==> src/trl_map.vh <==
// register map, field positions, reset values and timing figures of the temperature readout logic
// assumes a 100 MHz system clock and word-indexed APB addressing
`ifndef TRL_MAP_VH
`define TRL_MAP_VH

// register indices; byte address is four times the index
`define TRL_IDX_CONFIG_ONE 8'h00
`define TRL_IDX_CONFIG_THREE 8'h07
`define TRL_IDX_LOCAL_TEMP 8'h1F
`define TRL_IDX_AUX_EIGHT 8'h27
`define TRL_IDX_SECOND_DIODE 8'h29
`define TRL_IDX_FIRST_DIODE 8'h30
`define TRL_IDX_STATUS 8'h31

// field positions
`define TRL_CFG1_START_BIT 0
`define TRL_CFG1_AUX_MODE_BIT 3
`define TRL_CFG3_REF_HIGH_BIT 2

// reset values
`define TRL_CONFIG_ONE_RST 8'h00
`define TRL_CONFIG_THREE_RST 8'h00
`define TRL_RESULT_RST 8'h00
`define TRL_NO_RESULT 8'h00

// measurement channels in round-robin order
`define TRL_CH_FIRST_DIODE 3'h0
`define TRL_CH_SECOND_DIODE 3'h1
`define TRL_CH_AUX_EIGHT 3'h2
`define TRL_CH_AUX_NINE 3'h3
`define TRL_CH_LOCAL 3'h4

// averaging depth
`define TRL_AVG_SAMPLES 16
`define TRL_AVG_LAST 4'hF

// timing figures
`define TRL_CLK_PERIOD_NS 10
`define TRL_REMOTE_SLOT_NS 2140000
`define TRL_ANALOG_SLOT_NS 711000
// slot lengths in clock cycles at 100 MHz, sized to the slot counter
`define TRL_REMOTE_SLOT_CYC 18'h343F0
`define TRL_ANALOG_SLOT_CYC 18'h115BC

`endif

==> src/trl_avg.v <==
// sixteen-sample averager for one 8-bit conversion stream
// assumes samples arrive as single-cycle strobes from the sequencer
`timescale 1ns/10ps
`include "trl_map.vh"

module trl_avg (
  input wire clk,
  input wire rst,
  input wire clear,
  input wire sample_valid,
  input wire [7:0] sample,
  input wire is_signed,
  output reg [7:0] avg_reg,
  output reg done_reg
);

  reg [11:0] acc_reg;
  reg [3:0] count_reg;
  wire [11:0] sample_ext;
  wire [11:0] acc_next;

  // diode and local codes are twos complement, aux inputs are unsigned
  assign sample_ext = is_signed ? {{4{sample[7]}}, sample} : {4'h0, sample};
  assign acc_next = acc_reg + sample_ext;

  always @(posedge clk or posedge rst) begin
    if (rst) begin
      acc_reg <= 12'h000;
      count_reg <= 4'h0;
      avg_reg <= `TRL_RESULT_RST;
      done_reg <= 1'b0;
    end else begin
      done_reg <= 1'b0;
      if (clear) begin
        acc_reg <= 12'h000;
        count_reg <= 4'h0;
      end else if (sample_valid) begin
        if (count_reg == `TRL_AVG_LAST) begin
          // sum of 16 fits 12 bits; dropping 4 lsbs divides by 16
          avg_reg <= acc_next[11:4];
          done_reg <= 1'b1;
          acc_reg <= 12'h000;
          count_reg <= 4'h0;
        end else begin
          acc_reg <= acc_next;
          count_reg <= count_reg + 4'h1;
        end
      end
    end
  end

endmodule

==> src/trl_readout.v <==
// temperature readout logic: APB register file, round-robin sequencer, diode bias control
// assumes a synchronous ADC whose adc_data is valid whenever a slot ends
//
// Functional notes
// - The local sensor's averaged result is written as twos complement into the local temperature register.
// - Temperature results are 8-bit codes, one per degree, spanning -128 to +127 degrees; aux results are unsigned codes.
// - Config one bit 3 at 0 makes the shared pins the second diode channel, at 1 two aux analog inputs.
// - Every result is the average of 16 consecutive conversions.
// - Each remote conversion gets a slot of nominally 2.14 ms.
// - Remote results are stored as 8-bit twos complement, 80h lowest, 00h zero, 7Fh highest.
// - Config three bit 2 selects the reference level, 0 for 1.82 V and 1 for 2.5 V.
// - During each remote conversion the diode bias alternates between base and multiplied current.
// - In diode mode the second diode result goes to 29h and 27h holds no valid result.
// - Writing the start bit begins round-robin measuring, which runs until the bit is cleared.
`timescale 1ns/10ps
`include "trl_map.vh"

module trl_readout #(
  parameter [17:0] REMOTE_SLOT_CYC = `TRL_REMOTE_SLOT_CYC,
  parameter [17:0] ANALOG_SLOT_CYC = `TRL_ANALOG_SLOT_CYC
) (
  input wire clk,
  input wire rst,
  input wire psel,
  input wire penable,
  input wire pwrite,
  input wire [11:0] paddr,
  input wire [31:0] pwdata,
  output reg [31:0] prdata,
  output reg pready,
  output reg pslverr,
  input wire [7:0] adc_data,
  output reg conv_start_reg,
  output reg [2:0] meas_channel_reg,
  output reg bias_high_reg,
  output reg aux_mode_reg,
  output reg ref_high_reg
);

  localparam ST_IDLE = 1'b0;
  localparam ST_RUN = 1'b1;

  reg state_reg;
  reg [2:0] ch_reg;
  reg [17:0] slot_cnt_reg;
  reg [7:0] config_one_reg;
  reg [7:0] config_three_reg;
  reg [7:0] local_temp_reg;
  reg [7:0] first_diode_reg;
  reg [7:0] second_diode_reg;
  reg [7:0] aux_eight_reg;
  reg [7:0] aux_nine_reg;
  reg [31:0] rdata_next;
  reg err_next;

  wire [7:0] avg_value;
  wire avg_done;
  wire running;
  wire is_remote;
  wire [17:0] slot_len;
  wire slot_end;
  wire aux_mode;
  wire [9:0] word_idx;
  wire setup_phase;
  wire wr_access;

  assign running = (state_reg == ST_RUN);
  assign is_remote = (ch_reg == `TRL_CH_FIRST_DIODE) || (ch_reg == `TRL_CH_SECOND_DIODE);
  assign slot_len = is_remote ? REMOTE_SLOT_CYC : ANALOG_SLOT_CYC;
  assign slot_end = running && (slot_cnt_reg == slot_len - 18'd1);
  assign aux_mode = config_one_reg[`TRL_CFG1_AUX_MODE_BIT];
  assign word_idx = paddr[11:2];
  assign setup_phase = psel && !penable;
  assign wr_access = psel && penable && pready && pwrite;

  // aux inputs are unsigned voltages; every other channel is a temperature
  trl_avg u_avg (
    .clk(clk),
    .rst(rst),
    .clear(!running),
    .sample_valid(slot_end),
    .sample(adc_data),
    .is_signed(ch_reg != `TRL_CH_AUX_EIGHT && ch_reg != `TRL_CH_AUX_NINE),
    .avg_reg(avg_value),
    .done_reg(avg_done)
  );

  // sequencer
  always @(posedge clk or posedge rst) begin
    if (rst) begin
      state_reg <= ST_IDLE;
      ch_reg <= `TRL_CH_FIRST_DIODE;
      slot_cnt_reg <= 18'd0;
    end else begin
      case (state_reg)
        ST_IDLE: begin
          ch_reg <= `TRL_CH_FIRST_DIODE;
          slot_cnt_reg <= 18'd0;
          if (config_one_reg[`TRL_CFG1_START_BIT]) begin
            state_reg <= ST_RUN;
          end
        end
        default: begin
          if (!config_one_reg[`TRL_CFG1_START_BIT]) begin
            state_reg <= ST_IDLE;
          end else if (avg_done) begin
            slot_cnt_reg <= 18'd0;
            ch_reg <= (ch_reg == `TRL_CH_LOCAL) ? `TRL_CH_FIRST_DIODE : ch_reg + 3'h1;
          end else if (slot_end) begin
            slot_cnt_reg <= 18'd0;
          end else begin
            slot_cnt_reg <= slot_cnt_reg + 18'd1;
          end
        end
      endcase
    end
  end

  // front-end control, all registered
  always @(posedge clk or posedge rst) begin
    if (rst) begin
      conv_start_reg <= 1'b0;
      meas_channel_reg <= `TRL_CH_FIRST_DIODE;
      bias_high_reg <= 1'b0;
      aux_mode_reg <= 1'b0;
      ref_high_reg <= 1'b0;
    end else begin
      // none in the channel-change cycle, else a stray launch on the old channel
      conv_start_reg <= running && (slot_cnt_reg == 18'd0) && !avg_done;
      meas_channel_reg <= ch_reg;
      // base current first half of slot, multiplied current second half
      bias_high_reg <= running && is_remote && (slot_cnt_reg >= {1'b0, slot_len[17:1]});
      aux_mode_reg <= aux_mode;
      ref_high_reg <= config_three_reg[`TRL_CFG3_REF_HIGH_BIT];
    end
  end

  // result store: only on a completed average, so reads never see partial sums
  always @(posedge clk or posedge rst) begin
    if (rst) begin
      local_temp_reg <= `TRL_RESULT_RST;
      first_diode_reg <= `TRL_RESULT_RST;
      second_diode_reg <= `TRL_RESULT_RST;
      aux_eight_reg <= `TRL_RESULT_RST;
      aux_nine_reg <= `TRL_RESULT_RST;
    end else if (avg_done && running) begin
      case (ch_reg)
        `TRL_CH_FIRST_DIODE: begin
          first_diode_reg <= avg_value;
        end
        `TRL_CH_SECOND_DIODE: begin
          // measured in both modes, discarded when the pins are aux inputs
          if (!aux_mode) begin
            second_diode_reg <= avg_value;
          end
        end
        `TRL_CH_AUX_EIGHT: begin
          if (aux_mode) begin
            aux_eight_reg <= avg_value;
          end
        end
        `TRL_CH_AUX_NINE: begin
          if (aux_mode) begin
            aux_nine_reg <= avg_value;
          end
        end
        default: begin
          local_temp_reg <= avg_value;
        end
      endcase
    end
  end

  // read mux; 8-bit codes in low bits keep the full -128..+127 range
  always @* begin
    rdata_next = 32'h0000_0000;
    err_next = 1'b0;
    if (word_idx == {2'b00, `TRL_IDX_CONFIG_ONE}) begin
      rdata_next[7:0] = config_one_reg;
    end else if (word_idx == {2'b00, `TRL_IDX_CONFIG_THREE}) begin
      rdata_next[7:0] = config_three_reg;
    end else if (word_idx == {2'b00, `TRL_IDX_LOCAL_TEMP}) begin
      rdata_next[7:0] = local_temp_reg;
    end else if (word_idx == {2'b00, `TRL_IDX_AUX_EIGHT}) begin
      rdata_next[7:0] = aux_mode ? aux_eight_reg : `TRL_NO_RESULT;
    end else if (word_idx == {2'b00, `TRL_IDX_SECOND_DIODE}) begin
      rdata_next[7:0] = aux_mode ? aux_nine_reg : second_diode_reg;
    end else if (word_idx == {2'b00, `TRL_IDX_FIRST_DIODE}) begin
      rdata_next[7:0] = first_diode_reg;
    end else if (word_idx == {2'b00, `TRL_IDX_STATUS}) begin
      rdata_next[3:0] = {ch_reg, state_reg};
    end else begin
      err_next = 1'b1;
    end
  end

  // APB slave: one wait-free access phase, pready raised from the setup cycle
  always @(posedge clk or posedge rst) begin
    if (rst) begin
      pready <= 1'b0;
      pslverr <= 1'b0;
      prdata <= 32'h0000_0000;
    end else begin
      pready <= setup_phase;
      if (setup_phase) begin
        pslverr <= err_next;
        prdata <= pwrite ? 32'h0000_0000 : rdata_next;
      end else begin
        pslverr <= 1'b0;
      end
    end
  end

  always @(posedge clk or posedge rst) begin
    if (rst) begin
      config_one_reg <= `TRL_CONFIG_ONE_RST;
      config_three_reg <= `TRL_CONFIG_THREE_RST;
    end else if (wr_access) begin
      if (word_idx == {2'b00, `TRL_IDX_CONFIG_ONE}) begin
        config_one_reg <= pwdata[7:0];
      end else if (word_idx == {2'b00, `TRL_IDX_CONFIG_THREE}) begin
        config_three_reg <= pwdata[7:0];
      end
    end
  end

endmodule

==> config.mk <==
export PLATFORM = sky130hd
export DESIGN_NAME = trl_readout
export DESIGN_NICKNAME = d
export VERILOG_FILES = /design/src/trl_avg.v /design/src/trl_readout.v
export VERILOG_INCLUDE_DIRS = /design/src
export SDC_FILE = /design/constraint.sdc
export NUM_CORES = 1
export LEC_CHECK = 0
export ABC_CLOCK_PERIOD_IN_PS = 4700
export BUFFER_PORTS_ARGS = -buffer_cell sky130_fd_sc_hd__buf_4
export CAP_MARGIN = 40
export CELL_PAD_IN_SITES_DETAIL_PLACEMENT = 0
export CELL_PAD_IN_SITES_GLOBAL_PLACEMENT = 1
export CORE_AREA = 2 2 118 120
export CTS_BUF_LIST = sky130_fd_sc_hd__clkbuf_4
export CTS_CLUSTER_SIZE = 10
export DETAILED_ROUTE_END_ITERATION = 12
export DIE_AREA = 0 0 120 122
export PLACE_DENSITY = 0.93
export SYNTH_ARGS = -nofsm -noshare
export SYNTH_HDL_FRONTEND = slang
export SYNTH_SLANG_ARGS = --single-unit
export TNS_END_PERCENT = 20
==> constraint.sdc <==
create_clock -name clk -period 4.7 [get_ports clk]
set_input_delay 0 -clock clk [delete_from_list [all_inputs] [get_ports clk]]
set_output_delay 0 -clock clk [all_outputs]
set_load 0.01 [all_outputs]
* Word level (Yosys, flattened, before mapping) *
Index checks and enable logic that the tools add are counted.

word-level totals
  input bits = 57
  output and inout port bits = 41
  register bits after elaboration = 144

operators by class
  order comparisons = 1
  bitwise logic cells = 3
  add/sub/neg operators = 5
  mux-type cells = 39
  reduce and logical (&&, ||, !) cells = 27
  equality and inequality tests = 17

operators by type and width
  cell                     number
  $mux W18                 5
  $mux W8                  8
  $mux W12                 4
  $eq A10 B6 Y1 const B    4
  $mux W4                  6
  $add A18 B1 Y18 const B  1
  $eq A18 B18 Y1           1
  $ge A18 B17 Y1           1
  $logic_not A18 Y1        1
  $sub A18 B1 Y18 const B  1
  $reduce_and A3 Y1        5
  $add A12 B12 Y12         1
  $mux W1                  12
  $mux W3                  4
  $logic_and A1 B1 Y1      11
  $eq A10 B3 Y1 const B    1
  $eq A10 B5 Y1 const B    1
  $logic_not A10 Y1        1
  $reduce_and A2 Y1        4
  $eq A3 B2 Y1 const B     2
  $ne A2 B1 Y1 const B     3
  $ne A3 B2 Y1 const B     2
  $add A4 B1 Y4 const B    1
  $eq A4 B4 Y1 const B     1
  8 further kinds          11

* Depth between registers and ports, before layout *
  depth in word-level cells = 10
  gate-level depth with buffers = 12
  mapped depth without buffers = 11

* Hierarchy *
A second synthesis with hierarchy kept.

unflattened totals
  cell total of the unflattened synthesis = 671
  area, all modules = 7006.7 um^2

by module, submodules not included
  module       times used  cells an instance  area each (um^2)
  trl_readout  1           496                5388.9
  trl_avg      1           175                1617.8

* Worst setup path after synthesis *
Ideal clock, no wire load.

  path type = register to register
  from = register ch_reg[0]
  to = register u_avg.avg_reg[7]
  setup time = 0.122 ns
  stages on the path, launching flop included = 11
  arrival time = 2.570 ns
  required time = 4.578 ns
  path slack = 2.009 ns
  path through = dfrtp_1 -> ha_1 -> ha_1 -> or3_1 -> clkbuf_1 -> inv_1 -> ha_1 -> a31oi_1 -> o32ai_1 -> or3_1 -> a32o_1

between the ends
  longest elaborated chain between the ends = 7
  elaborated cells on any way between the ends = 13
  classes of those cells = 2 x add/sub; 4 x eq/ne; 2 x mux; 5 x reduce/logical

RTL lines
  what                                                     RTL line           source
  start, declared                                          trl_readout.v:44   reg [2:0] ch_reg;
  start signal, assigned                                   trl_readout.v:92   ch_reg <= `TRL_CH_FIRST_DIODE;
  start signal, assigned                                   trl_readout.v:97   ch_reg <= `TRL_CH_FIRST_DIODE;
  start signal, assigned                                   trl_readout.v:108  ch_reg <= (ch_reg == `TRL_CH_LOCAL) ? `TRL_CH_FIRST_DIODE : ch_reg + 3'h1;
  $eq A3 B1 Y1 / $logic_not A3 Y1 (equally long branches)  --
  $logic_or A1 B1 Y1                                       trl_readout.v:68   assign is_remote = (ch_reg == `TRL_CH_FIRST_DIODE) || (ch_reg == `TRL_CH_SECOND_DIODE);
  $mux W18                                                 trl_readout.v:69   assign slot_len = is_remote ? REMOTE_SLOT_CYC : ANALOG_SLOT_CYC;
  $sub A18 B1 Y18                                          trl_readout.v:70   assign slot_end = running && (slot_cnt_reg == slot_len - 18'd1);
  $eq A18 B18 Y1                                           trl_readout.v:70
  $logic_and A1 B1 Y1                                      trl_readout.v:70
  $reduce_and A3 Y1 (no source line)                       --
  end signal, assigned                                     trl_avg.v:30       avg_reg <= `TRL_RESULT_RST;
  end signal, assigned                                     trl_avg.v:40       avg_reg <= acc_next[11:4];
  end, declared                                            trl_avg.v:13       output reg [7:0] avg_reg,

Several ways; a longest one is shown, not always the timed one.
A chain may end at the register's enable or synchronous reset.

* Worst setup path after layout *
  from = register ch_reg[0]
  to = register slot_cnt_reg[5]

between the ends
  longest elaborated chain between the ends = 10
  elaborated cells on any way between the ends = 11
  classes of those cells = 1 x add/sub; 2 x eq/ne; 5 x mux; 3 x reduce/logical

RTL lines
  what                                                     RTL line           source
  $eq A3 B1 Y1 / $logic_not A3 Y1 (equally long branches)  --
  $logic_or A1 B1 Y1 *                                     trl_readout.v:68
  $mux W18 *                                               trl_readout.v:69
  $sub A18 B1 Y18 *                                        trl_readout.v:70
  $eq A18 B18 Y1 *                                         trl_readout.v:70
  $logic_and A1 B1 Y1 *                                    trl_readout.v:70
  $mux W18 *                                               trl_readout.v:109  end else if (slot_end) begin
  $mux W18 *                                               trl_readout.v:106  end else if (avg_done) begin
  $mux W18 *                                               trl_readout.v:104  if (!config_one_reg[`TRL_CFG1_START_BIT]) begin
  $mux W18 *                                               trl_readout.v:95   case (state_reg)
  end signal, assigned                                     trl_readout.v:112  slot_cnt_reg <= slot_cnt_reg + 18'd1;
  end, declared                                            trl_readout.v:45   reg [17:0] slot_cnt_reg;

Mark *: on every way between the ends. The rest lies on a longest branch, timed or not. The select of a mux whose other input is x is not followed.

==> reports/qor.txt <==
Status: finished, final reports clean
Reg2reg end: slot_cnt_reg[5]
Area occupied by multi-input gates: 3310 sq um
Critical path peak fanout: 11
Clock Skew: 0.0179 ns
Ys Warns: 0
Post-Synth Adder-Cell Area: 0.0519
Mean Syn Cell Area: 10.6 sq um
R2R setup slack: 1.51 ns
FF-to-FF Start: ch_reg[0]
Worst R2R Path Depth: 10
Final setup fails: 0
Hold WS: 0.0381 ns
Clk sinks: 120
Initial antenna violation count: 1
Seq pwr share: 0.531
Final Hold Viols: 0
Filler cell count: 1140
Clock power share: 0.413
Initial DRC count: 475
CORE AREA: 13500 sq um
GRT Util Overall: 0.215
ANT nets after route: 0
Post-synthesis sequential area ratio: 0.455
Total CTS buffers: 17
Register area: 3000 sq um
Synth Register Bits: 120
Worst slew margin: 0.388
Main combinational cell family by area after synthesis: simple AND/OR/NAND/NOR gates
Pins over their slew limit: 0
Worst min path class: input port to register
DR WL/cell: 16.9 um
Cells after Synth: 625
Power share of the combinational group: 0.056
Min-delay src: paddr[6]
FP Rows: 43
Synth area leader: dfrtp_1
Worst Hold End: prdata[4]
Top cell type's share of synthesized area: 0.455
Root Driver: clkbuf_4
Die area: 14600 sq um
First-pass iteration count of the detailed router: 5
First-pass GRT wire length: 24600 um
Avg Vias per Cell: 5.73
Lkg Pwr: 3.43 nW
Vias: 5076
Power Internal: 1.51 mW
Post-Synth XOR/XNOR Area: 0.0278
Maximum vdd drop: 0.159 mV
Reg clk slew, reported paths: 0.10 ns
Asr flop ratio synth: 1.00
Top cells by area, synth: dfrtp_1 (45%), mux2_2 (9.5%), ha_1 (4.7%)
Arr. time, crit path: 3.58 ns
Sw Ratio: 0.226
Crit end category: register
Clock buffer depth: 2
Post-route clock period utilization: 0.678
Vias in the first global route: 4982
# DRC: 0
Post-synthesis simple-gate area fraction: 0.158
CTS tree: done
Die Ht: 122 um
Syn Std Cell Area: 6610 sq um
Die Span X: 120 um
Type of element launching the critical path: register
Setup TNS: 0 ns
CP required: 5.10 ns
Distinct cells, synth: 76
Worst Max-Slew Pin Slew: 0.915 ns
HPWL after DPL: 10600 um
Worst hold stages: 5
Compound-gate portion of the synthesized area: 0.133
P per Cell Area: 258 nW/um^2
Worst-Skew Late Latency: 0.54 ns
Wirelength, routed: 14900 um
RSZ-0062 raised after global routing: false
Post-synth EDFFs: 0
Routability cong.: 0.944
Starting Density: 0.489
Area growth syn-to-layout: 14.2%
H-tree levels: 4
Max Fclk: 0.314 GHz
IO Port Bufs: 47
Max-cap violations: 0
Most used DFF post-synth: dfrtp_1
Largest net degree at the start of global routing: 63
Grt ovf: 0
Share of cells above drive strength 1: 0.221
Final nets: 777
Tmin final: 3.19 ns
Sw power: 441 uW
Max reg flops: 18
Setup Buffers After CTS: 0
Crit path kind: register to register
Mux share of post-synthesis cell area: 0.117
Number of I/O pins: 98
## worst max-delay path, stage by stage (launching register included)
cell and delay, ns:
dfrtp_1 0.51, inv_1 0.12, ha_1 0.26, o21ba_4 0.25
ha_1 0.32, nand4b_1 0.18, nor4b_1 0.39, o21a_1 0.47
o21ai_1 0.10, nand2_1 0.35, nor2_1 0.10
## cell type report
| class | count | area share |
|---|---|---|
| Timing Repair Buffer | 74 | 0.0816 |
| Tap cell | 180 | 0.0299 |
| Antenna cell | 1 | 0.000332 |
| Clock inverter | 10 | 0.0204 |
| Multi-Input combinational cell | 460 | 0.438 |
| Inverter | 21 | 0.0114 |
| Sequential cell | 120 | 0.398 |
| Clock buffer | 20 | 0.0199 |
## power groups by stage
| stage | Clock, mW | Sequential, mW | Combinational [mW] |
|---|---|---|---|
| final | 0.804 | 1.03 | 0.109 |
| after global routing | 0.859 | 1.03 | 0.121 |
| after CTS | 0.816 | 1.03 | 0.109 |
| after detailed placement | 0 | 1.05 | 0.0930 |
| after global placement | 0 | 1.05 | 0.0898 |
| after floorplan | 0 | 1.05 | 0.0680 |
## cells in the mapped netlist, types with 6 or more instances
master	instances
nand3_1	24
a31oi_1	9
o21ai_1	12
xor2_1	11
buf_4	27
or3_1	7
nor2_1	42
ha_1	25
nand4_1	11
o211ai_1	10
o21ai_0	31
dfrtp_1	120
clkbuf_1	13
inv_1	18
mux2_2	56
nand2_1	47
nor3_1	13
nor4_1	6
a21oi_1	9
mux2i_1	14
xnor2_1	10
## repair_timing
| item | 4_1_cts | 5_1_grt |
|---|---|---|
| gates resized for setup | 0 | 0 |
| hold buffers | 24 | 0 |
| endpoints found under the hold margin | 97 | 0 |
## worst max-delay path by stage
stage	from	end	slack (ns)
floorplan	rst	aux_eight_reg[0]	1.51
global placement	ch_reg[0]	u_avg.acc_reg[10]	1.53
detailed placement	ch_reg[0]	slot_cnt_reg[8]	1.53
CTS	ch_reg[0]	slot_cnt_reg[8]	1.52
global route	ch_reg[0]	slot_cnt_reg[3]	1.17
finish	ch_reg[0]	slot_cnt_reg[5]	1.51
## routing by layer
layer	vias up	global-route usage	share of wire
met2	173	0.355	0.48
li1	2385	-	-
met5	-	0	0
met1	2484	0.275	0.45
met4	0	0.0904	0.024
met3	34	0.0440	0.050
## cell usage in the layout (no fill, tap or decap), types with 6 or more instances in the layout
cell,n
a21oi_1,9
a31oi_1,9
buf_4,50
clkbuf_4,20
conb_1,24
dfrtp_1,120
dlygate4sd3_1,24
ha_1,25
inv_1,17
mux2_2,56
mux2i_1,14
nand2_1,47
nand3_1,24
nand4_1,11
nor2_1,42
nor3_1,13
nor4_1,6
o211ai_1,10
o21ai_0,31
o21ai_1,12
or3_1,7
xnor2_1,10
xor2_1,11
## cells by family after synthesis
kind of cell | Yosys count
AOI/OAI and AO/OA | 127
and+or+nand+nor | 191
adders and majority gates | 27
xor gates and xnor gates | 21
muxes | 70
DFF | 120
buffers and inverters | 68
other | 1
## stage by stage
stage / power [mW] / area [sq um] / setup slack [ns] / std cells / utilization
finish: 1.95 / 7540 / 1.51 / 886 / 0.559
global route: 2.01 / 7540 / 1.17 / 886 / 0.559
CTS: 1.96 / 7540 / 1.52 / 885 / 0.558
detailed placement: 1.15 / 7000 / 1.53 / 831 / 0.518
global placement: 1.14 / 6980 / 1.53 / 829 / 0.517
floorplan: 1.12 / 6690 / 1.51 / 648 / -
(Power assumes the default switching activity.)
